File: src/wkc_pkg.sv
// constants for the wake event status collector
// Contract
// - global flag set whenever wake would assert
// - global flag kept on main resets, standby zero
// - write one clears global flag, releases wake
// - master enable bit gates the wake output
// - master enable kept on main resets only
// - source flags record regardless of any enable
// - source flag sticks until software clears it
// - write one clears source flag, zero ignored
// - source flags kept on main resets, standby zero
// - register 04 holds ring, keyboard, mouse, fans
// - register 05 holds pins 10 to 17
// - register 06 holds pins 20-22, smi, 24-27
// - source reaches wake only when enabled
package wkc_pkg;
    // ****************************************
    // register offsets
    // ****************************************
    localparam logic [7:0] WKC_OFS_GLOBAL_STATUS = 8'h00;
    localparam logic [7:0] WKC_OFS_RESERVED_A = 8'h01;
    localparam logic [7:0] WKC_OFS_GLOBAL_ENABLE = 8'h02;
    localparam logic [7:0] WKC_OFS_RESERVED_B = 8'h03;
    localparam logic [7:0] WKC_OFS_SRC_FLAGS_1 = 8'h04;
    localparam logic [7:0] WKC_OFS_SRC_ENABLE_1 = 8'h0A;
    // ****************************************
    // fields and reset values
    // ****************************************
    localparam int WKC_NUM_BANKS = 3;
    localparam int WKC_GLOBAL_FLAG_BIT = 0;
    localparam int WKC_MASTER_EN_BIT = 0;
    localparam logic [7:0] WKC_RESET_VALUE = 8'h00;
    // source positions in the first flag register
    localparam int WKC_S1_RING_B = 1;
    localparam int WKC_S1_RING_A = 2;
    localparam int WKC_S1_KEYBOARD = 3;
    localparam int WKC_S1_MOUSE = 4;
    localparam int WKC_S1_SPECIFIC_KEY = 5;
    localparam int WKC_S1_FAN_A = 6;
    localparam int WKC_S1_FAN_B = 7;
    // grouped smi position in the third flag register
    localparam int WKC_S3_GROUPED_SMI = 3;
endpackage : wkc_pkg

File: src/wkc_collector.sv
// wake event status collector: registers, sources and wake output
`timescale 1ns/1ps
module wkc_collector (
    // clock and standby power-on reset
    input wire logic clk_sys,
    input wire logic rstn,
    // host i/o register access
    input wire logic io_wr,
    input wire logic io_rd,
    input wire logic [7:0] io_addr,
    input wire logic [7:0] io_wdata,
    output logic [7:0] io_rdata,
    // first group of wake sources
    input wire logic ring_indicator_a,
    input wire logic ring_indicator_b,
    input wire logic keyboard_wake,
    input wire logic mouse_wake,
    input wire logic specific_key_wake,
    input wire logic fan_speed_wake_a,
    input wire logic fan_speed_wake_b,
    // general-purpose pins and grouped smi
    input wire logic [7:0] gpio_pin_10_17,
    input wire logic [2:0] gpio_pin_20_22,
    input wire logic grouped_smi_wake,
    input wire logic [3:0] gpio_pin_24_27,
    // wake output to the chipset, open drain
    output logic wake_out_n,
    output logic wake_out_oe_n
);
    import wkc_pkg::*;

    logic [WKC_NUM_BANKS-1:0][7:0] src_evt;
    logic [WKC_NUM_BANKS-1:0][7:0] src_flags;
    logic [WKC_NUM_BANKS-1:0] flags_wr;
    logic [WKC_NUM_BANKS-1:0] en_wr;
    logic [WKC_NUM_BANKS-1:0][7:0] src_en_q;
    logic [WKC_NUM_BANKS-1:0][7:0] src_en_d;
    logic master_en_q;
    logic master_en_d;
    logic [7:0] rdata_q;
    logic [7:0] rdata_d;
    logic global_flag;
    logic global_wr;

    // ****************************************
    // source mapping
    // ****************************************
    always_comb begin
        src_evt = '0;
        // bit 0 of the first register is reserved and never sets
        src_evt[0][WKC_S1_RING_B] = ring_indicator_b;
        src_evt[0][WKC_S1_RING_A] = ring_indicator_a;
        src_evt[0][WKC_S1_KEYBOARD] = keyboard_wake;
        src_evt[0][WKC_S1_MOUSE] = mouse_wake;
        src_evt[0][WKC_S1_SPECIFIC_KEY] = specific_key_wake;
        src_evt[0][WKC_S1_FAN_A] = fan_speed_wake_a;
        src_evt[0][WKC_S1_FAN_B] = fan_speed_wake_b;
        src_evt[1] = gpio_pin_10_17;
        src_evt[2][2:0] = gpio_pin_20_22;
        src_evt[2][WKC_S3_GROUPED_SMI] = grouped_smi_wake;
        src_evt[2][7:4] = gpio_pin_24_27;
    end

    // ****************************************
    // flag banks, one per source register
    // ****************************************
    genvar g;
    generate
        for (g = 0; g < WKC_NUM_BANKS; g++) begin : g_bank
            assign flags_wr[g] = io_wr &&
                (io_addr == WKC_OFS_SRC_FLAGS_1 + 8'(g));
            assign en_wr[g] = io_wr &&
                (io_addr == WKC_OFS_SRC_ENABLE_1 + 8'(g));
            wkc_flag_bank i_wkc_flag_bank (
                .clk_sys(clk_sys),
                .rstn(rstn),
                .evt(src_evt[g]),
                .clr_wr(flags_wr[g]),
                .clr_data(io_wdata),
                .flags(src_flags[g])
            );
        end
    endgenerate

    // ****************************************
    // enables
    // ****************************************
    assign global_wr = io_wr && (io_addr == WKC_OFS_GLOBAL_STATUS);

    always_comb begin
        src_en_d = src_en_q;
        master_en_d = master_en_q;
        for (int i = 0; i < WKC_NUM_BANKS; i++) begin
            if (en_wr[i]) begin
                src_en_d[i] = io_wdata;
            end
        end
        // upper bits of the enable register are not stored
        if (io_wr && (io_addr == WKC_OFS_GLOBAL_ENABLE)) begin
            master_en_d = io_wdata[WKC_MASTER_EN_BIT];
        end
    end

    // main-supply, soft and hard resets are not wired in at all
    always_ff @(posedge clk_sys or negedge rstn) begin
        if (!rstn) begin
            src_en_q <= {WKC_NUM_BANKS{WKC_RESET_VALUE}};
            master_en_q <= WKC_RESET_VALUE[WKC_MASTER_EN_BIT];
        end else begin
            src_en_q <= src_en_d;
            master_en_q <= master_en_d;
        end
    end

    // ****************************************
    // global flag and wake pin
    // ****************************************
    wkc_wake_drive i_wkc_wake_drive (
        .clk_sys(clk_sys),
        .rstn(rstn),
        .src_evt(src_evt),
        .src_en(src_en_q),
        .master_en(master_en_q),
        .clr_wr(global_wr),
        .clr_bit(io_wdata[WKC_GLOBAL_FLAG_BIT]),
        .global_flag(global_flag),
        .wake_out_n(wake_out_n),
        .wake_out_oe_n(wake_out_oe_n)
    );

    // ****************************************
    // read path
    // ****************************************
    // data is registered, so it is valid the cycle after io_rd
    always_comb begin
        rdata_d = rdata_q;
        if (io_rd) begin
            case (io_addr)
                WKC_OFS_GLOBAL_STATUS:
                    rdata_d = {7'h00, global_flag};
                WKC_OFS_GLOBAL_ENABLE:
                    rdata_d = {7'h00, master_en_q};
                WKC_OFS_SRC_FLAGS_1:
                    rdata_d = src_flags[0];
                WKC_OFS_SRC_FLAGS_1 + 8'h01:
                    rdata_d = src_flags[1];
                WKC_OFS_SRC_FLAGS_1 + 8'h02:
                    rdata_d = src_flags[2];
                WKC_OFS_SRC_ENABLE_1:
                    rdata_d = src_en_q[0];
                WKC_OFS_SRC_ENABLE_1 + 8'h01:
                    rdata_d = src_en_q[1];
                WKC_OFS_SRC_ENABLE_1 + 8'h02:
                    rdata_d = src_en_q[2];
                // reserved and unmapped offsets read zero
                default:
                    rdata_d = 8'h00;
            endcase
        end
    end

    always_ff @(posedge clk_sys or negedge rstn) begin
        if (!rstn) begin
            rdata_q <= WKC_RESET_VALUE;
        end else begin
            rdata_q <= rdata_d;
        end
    end

    assign io_rdata = rdata_q;
endmodule : wkc_collector

File: src/wkc_flag_bank.sv
// eight sticky write-one-to-clear wake flags
`timescale 1ns/1ps
module wkc_flag_bank (
    // clock and standby reset
    input wire logic clk_sys,
    input wire logic rstn,
    // events and clear
    input wire logic [7:0] evt,
    input wire logic clr_wr,
    input wire logic [7:0] clr_data,
    // state
    output logic [7:0] flags
);
    import wkc_pkg::*;

    logic [7:0] flags_q;
    logic [7:0] flags_d;

    // ****************************************
    // flag update
    // ****************************************
    always_comb begin
        flags_d = flags_q;
        for (int i = 0; i < 8; i++) begin
            // a clear aimed at a flag only bites when written as one
            if (clr_wr && clr_data[i]) begin
                flags_d[i] = 1'b0;
            end
            // set beats clear so an event in the clear cycle survives
            if (evt[i]) begin
                flags_d[i] = 1'b1;
            end
        end
    end

    // only standby power-on reaches here; main resets do not
    always_ff @(posedge clk_sys or negedge rstn) begin
        if (!rstn) begin
            flags_q <= WKC_RESET_VALUE;
        end else begin
            flags_q <= flags_d;
        end
    end

    assign flags = flags_q;
endmodule : wkc_flag_bank

File: src/wkc_wake_drive.sv
// global wake flag and the active-low wake output
`timescale 1ns/1ps
module wkc_wake_drive (
    // clock and standby reset
    input wire logic clk_sys,
    input wire logic rstn,
    // sources and enables
    input wire logic [23:0] src_evt,
    input wire logic [23:0] src_en,
    input wire logic master_en,
    // software clear
    input wire logic clr_wr,
    input wire logic clr_bit,
    // state and pin
    output logic global_flag,
    output logic wake_out_n,
    output logic wake_out_oe_n
);
    import wkc_pkg::*;

    logic flag_q;
    logic flag_d;
    logic wake_q;
    logic wake_d;
    logic would_wake;

    // ****************************************
    // global flag
    // ****************************************
    // master enable is deliberately left out of the set term
    assign would_wake = |(src_evt & src_en);

    always_comb begin
        flag_d = flag_q;
        if (clr_wr && clr_bit) begin
            flag_d = 1'b0;
        end
        if (would_wake) begin
            flag_d = 1'b1;
        end
        wake_d = flag_d && master_en;
    end

    always_ff @(posedge clk_sys or negedge rstn) begin
        if (!rstn) begin
            flag_q <= WKC_RESET_VALUE[WKC_GLOBAL_FLAG_BIT];
            wake_q <= 1'b0;
        end else begin
            flag_q <= flag_d;
            wake_q <= wake_d;
        end
    end

    // ****************************************
    // open-drain pin
    // ****************************************
    // the pin is only ever pulled low; released means enable high
    assign global_flag = flag_q;
    assign wake_out_n = 1'b0;
    assign wake_out_oe_n = ~wake_q;
endmodule : wkc_wake_drive

File: config.mk
export PLATFORM = sky130hd
export DESIGN_NAME = wkc_collector
export DESIGN_NICKNAME = d
export VERILOG_FILES = /design/src/wkc_pkg.sv /design/src/wkc_collector.sv /design/src/wkc_flag_bank.sv /design/src/wkc_wake_drive.sv
export SDC_FILE = /design/constraint.sdc
export NUM_CORES = 1
export LEC_CHECK = 0
export BUFFER_PORTS_ARGS = -buffer_cell sky130_fd_sc_hd__buf_2
export CORE_MARGIN = 4
export CORE_UTILIZATION = 55
export CTS_CLUSTER_SIZE = 25
export DETAILED_ROUTE_END_ITERATION = 7
export GPL_ROUTABILITY_DRIVEN = 0
export PLACE_DENSITY = 0.91
export SETUP_SLACK_MARGIN = 0.05
export SYNTH_ARGS = -nofsm -noshare
export SYNTH_HDL_FRONTEND = slang
export SYNTH_SLANG_ARGS = --single-unit
File: constraint.sdc
create_clock -name clk_sys -period 1.7 [get_ports clk_sys]
set_input_delay 0 -clock clk_sys [delete_from_list [all_inputs] [get_ports clk_sys]]
set_output_delay 0 -clock clk_sys [all_outputs]
set_load 0.05 [all_outputs]
# == Word level (Yosys, flattened, before mapping) ==
# Index checks and enable logic that the tools add are counted.
# op_classes
n_eq_ne,7
muxes,49
n_bitwise,2
reduce_logical,58
# op_table
operator,count
$pmux 8 s8,1
$mux 1,48
$reduce_bool 2->1,23
$logic_and 1x1->1,33
$and 24x24->24,1
$eq 8x3->1 const B,3
$eq 8x4->1 const B,3
$reduce_or 24->1,1
$eq 8x2->1 const B,1
$logic_not 8->1,1
$not 1->1,1
# word_totals
register_bits,58
output_inout_bits,10
elab_cells,146

# == Longest topological paths before layout ==
# depth
word_depth,6
depth_mapped,6
ltp_nobuf,4

# == Hierarchy ==
# From an unflattened synthesis, not the netlist that was laid out.
# hier_totals
hier_cells,257
hier_area_um2,2952.8
# modules_own_cells
mod,n_inst,cells_each,area_per_inst_um2
wkc_collector,1,159,1836.8
wkc_flag_bank,3,25,297.8
wkc_wake_drive,1,23,222.7

# == Worst setup path after synthesis ==
# Ideal clock, no wire load.
# synth_path
path_kind,input -> register
from,input io_addr[5]
to,register src_en_q[0] (netlist bit)
setup_time_ps,125
t_arrival_ps,1266
required_ps,1575
setup_slack_ps,309
stages,4
n_path_buf,0
path_cell_list,nor4_2 -> nand3_2 -> nor3_4 -> mux2_4
# synth_between
elab_chain_len,2
# synth_lines
element,line_no,rtl
start: declaration,wkc_collector.sv:10,"input wire logic [7:0] io_addr,"
$eq 8x4->1,wkc_collector.sv:73,(io_addr == WKC_OFS_SRC_ENABLE_1 + 8'(g));
$logic_and 1x1->1,wkc_collector.sv:72,assign en_wr[g] = io_wr &&
end signal: assignment,wkc_collector.sv:107,src_en_q <= {WKC_NUM_BANKS{WKC_RESET_VALUE}};
end signal: assignment,wkc_collector.sv:110,src_en_q <= src_en_d;
end: declaration,wkc_collector.sv:36,logic [WKC_NUM_BANKS-1:0][7:0] src_en_q;
# Every way passes these cells.
# A chain may end at the register's enable or synchronous reset.

# == Final worst setup path ==
# layout_path
from,register src_en_q[1] (netlist bit)
to,register i_wkc_wake_drive.wake_q
# layout_between
elab_chain_len,4
# layout_lines
element,line_no,rtl
$and 24x24->24,wkc_wake_drive.sv:31,assign would_wake = |(src_evt & src_en);
$reduce_or 24->1,wkc_wake_drive.sv:31,
$mux 1,wkc_wake_drive.sv:38,if (would_wake) begin
$logic_and 1x1->1,wkc_wake_drive.sv:41,wake_d = flag_d && master_en;
named net i_wkc_wake_drive.wake_d,wkc_wake_drive.sv:24,logic wake_d;
end signal: assignment,wkc_wake_drive.sv:50,wake_q <= wake_d;
end: declaration,wkc_wake_drive.sv:23,logic wake_q;
# The timed path passes the listed nets, and every way through them passes these cells.

==> results.json <==
{
  "setup_viol": 0,
  "seq_area_frac_synth": 0.497,
  "grt_usage": 0.268,
  "outcome": "completed",
  "clk_path_buf_depth": 2,
  "placed_cell_area_mm2": 0.00329,
  "synth-main-ff-cell": "dfrtp_1",
  "yosysTopAreaCell": "dfrtp_1",
  "min_path_type": "in -> reg",
  "std_cell_rows": 26,
  "nets": 389,
  "cts_tree": "built",
  "whs_ps": 183,
  "viasPerCell": 6.13,
  "drive_above_1_share": 0.328,
  "drt_iter0_markers": 282,
  "cts.sinks": 58,
  "dieArea_mm2": 0.00654,
  "drc": 0,
  "pin_count": 53,
  "cts_buffers": 9,
  "fin_area_mm2": 0.00381,
  "dr.pass1.iters": 5,
  "wl_met3_um": 719,
  "p_leak_nw": 1.59,
  "fillers": 359,
  "wl_per_cell_um": 19.2,
  "crit_arrival_ps": 1720,
  "worst_pin_slew_ps": 775,
  "grt_pass1_wl_mm": 13.0,
  "ys_top_cells_by_area": "dfrtp_1 (50%), mux2_2 (8.1%), a21o_1 (5.9%)",
  "cts_resized": 0,
  "synth_top_area_share": 0.497,
  "rsz0062_at_grt": "no",
  "port_buffers": 51,
  "num_antenna_cells": 0,
  "avgSynthCellArea_um2": 11.6,
  "wirelength_mm": 8.10,
  "max_clock_freq_mhz": 653,
  "synth_fp_nets": 295,
  "dr_wl_met2_mm": 3.86,
  "vias": 2579,
  "grt_pass1_vias": 2522,
  "max-vdd-ir-drop_uv": 555,
  "initial_core_util": 0.569,
  "path_clk_slew_ps": 70,
  "coreArea_mm2": 0.00514,
  "synthesis.area_mm2": 0.00292,
  "grt_max_degree": 59,
  "ys_warn_count": 0,
  "cap_violations": 0,
  "powerDensity_mw_per_mm2": 788,
  "worstSetupPathType": "reg -> reg",
  "fp.dieW_um": 80.9,
  "die_y_um": 80.9,
  "hold_violations": 0,
  "slew_violations": 0,
  "root_buffer": "clkbuf_8",
  "finalCritPeriodShare": 0.900,
  "fin_skew_ps": 9.70,
  "synth_commonest_cells": "dfrtp_1 (58), nand2_1 (25), a21o_1 (23)",
  "insertion_delay_ps": 340,
  "synth-seq-cells": 58,
  "worst_ep_required_time_ps": 1890,
  "cp-end-kind": "flop",
  "start_kind": "flop",
  "fin_crit_ps": 1530,
  "wl_met1_mm": 3.24,
  "slew_headroom": 0.476,
  "grt_overflow": 0,
  "yosysMostFrequentCell": "dfrtp_1",
  "place_hpwl_mm": 5.42,
  "antenna_found_initial": 0,
  "postSynth.asyncResetShare": 1.00,
  "htreeDepth": 3,
  "area_growth_pct": 30.3,
  "syn_inst": 252,
  "fin_tns_setup_ps": 0,
  "yosys.cell_types.count": 45,
  "synth_edf_count": 0,
  "routed.top_layer": "met4",
  "cp_max_fo": 3,
  "drtAntennaViolNets": 0
}
-- metrics by stage --
step	instances	util	worst slack [ps]	power, W
5_1_grt	421	0.741	123	0.00310
4_1_cts	421	0.741	185	0.00299
2_1_floorplan	252	-	309	0.00162
3_5_place_dp	372	0.641	135	0.00177
6_report	421	0.741	170	0.00300
3_3_place_gp	372	0.641	161	0.00176
-- sequential cells by signal, indices dropped and copies added (netlist names) --
name                          cells
i_wkc_wake_drive.global_flag      1
master_en_q                       1
g_bank.i_wkc_flag_bank.flags     23
src_en_q                         24
io_rdata                          8
i_wkc_wake_drive.wake_q           1
-- cells by family (layout without fill, tap and decap cells) --
kind of cell,after synthesis,in the layout,share of synthesized area
flip-flops,58,58,0.497
AND/OR/NAND/NOR,69,69,0.157
other,1,1,0.00128
multiplexers,33,33,0.136
buffers and inverters,21,120,0.0312
AO/OA/AOI/OAI,70,70,0.178
-- worst paths after layout --
check,start,slack (ps),to,cells past startpoint
worst max-delay path,src_en_q[1],170,i_wkc_wake_drive.wake_q,4
worst min-delay path,io_addr[6],180,i_wkc_wake_drive.global_flag,4
worst max register to register,src_en_q[1],170,i_wkc_wake_drive.wake_q,4
worst min register to register,g_bank[1].i_wkc_flag_bank.flags[4],480,g_bank[1].i_wkc_flag_bank.flags[4],1
max in group asynchronous,rstn,900,g_bank[2].i_wkc_flag_bank.flags[5],3
min in group asynchronous,rstn,330,src_en_q[16],3
-- repair_timing --
action	CTS	global route
hold buffers	33	0
buffers inserted	0	0
endpoints found under the hold margin	107	0
-- power breakdown --
part	internal, W	leakage [nW]	switching [W]
Combinational	0.000174	0.820	0.000194
Sequential	0.00141	0.671	0.0000298
Clock	0.000645	0.0965	0.000544
Total	0.00223	1.59	0.000768
-- cell usage in the layout (no fill, tap or decap), types with 3 or more instances in the layout --
cell type,netlist,layout
mux2i_1,4,4
o21ai_0,7,7
dlygate4sd3_1,0,33
nand3b_1,5,5
o22ai_1,4,4
a2bb2oi_1,4,4
and3_1,4,4
inv_1,8,8
a22o_1,5,5
clkbuf_8,0,12
a32oi_1,4,4
a221oi_1,3,3
mux2_2,21,21
buf_4,1,12
a22oi_1,12,12
a21o_1,23,23
dfrtp_1,58,58
mux2_4,8,8
nand3_1,6,6
buf_2,7,51
nand2_1,25,25
nand2b_1,7,7
-- per-layer routing --
metal | vias to the layer above | track usage
met5 | - | 0
met4 | 0 | 0.110
met3 | 37 | 0.0732
met2 | 154 | 0.431
met1 | 1254 | 0.344
li1 | 1134 | -
-- cell type report --
class | instances | area (um^2) | share of cell area
flip-flops and latches | 58 | 1450 | 0.381
multi-input cells | 173 | 1380 | 0.362
repair buffers | 96 | 676 | 0.177
clock buffers | 14 | 173 | 0.0454
well taps | 70 | 87.6 | 0.0230
inverters | 8 | 30.0 | 0.00789
clock inverters | 2 | 10.0 | 0.00263
-- critical path, cell delays in order, from the launching register on --
cell	delay, ps
dfrtp_1	410
a22o_1	200
a221oi_1	320
and4_1	320
a31oi_1	130
Power figures use the tool's default switching activity.
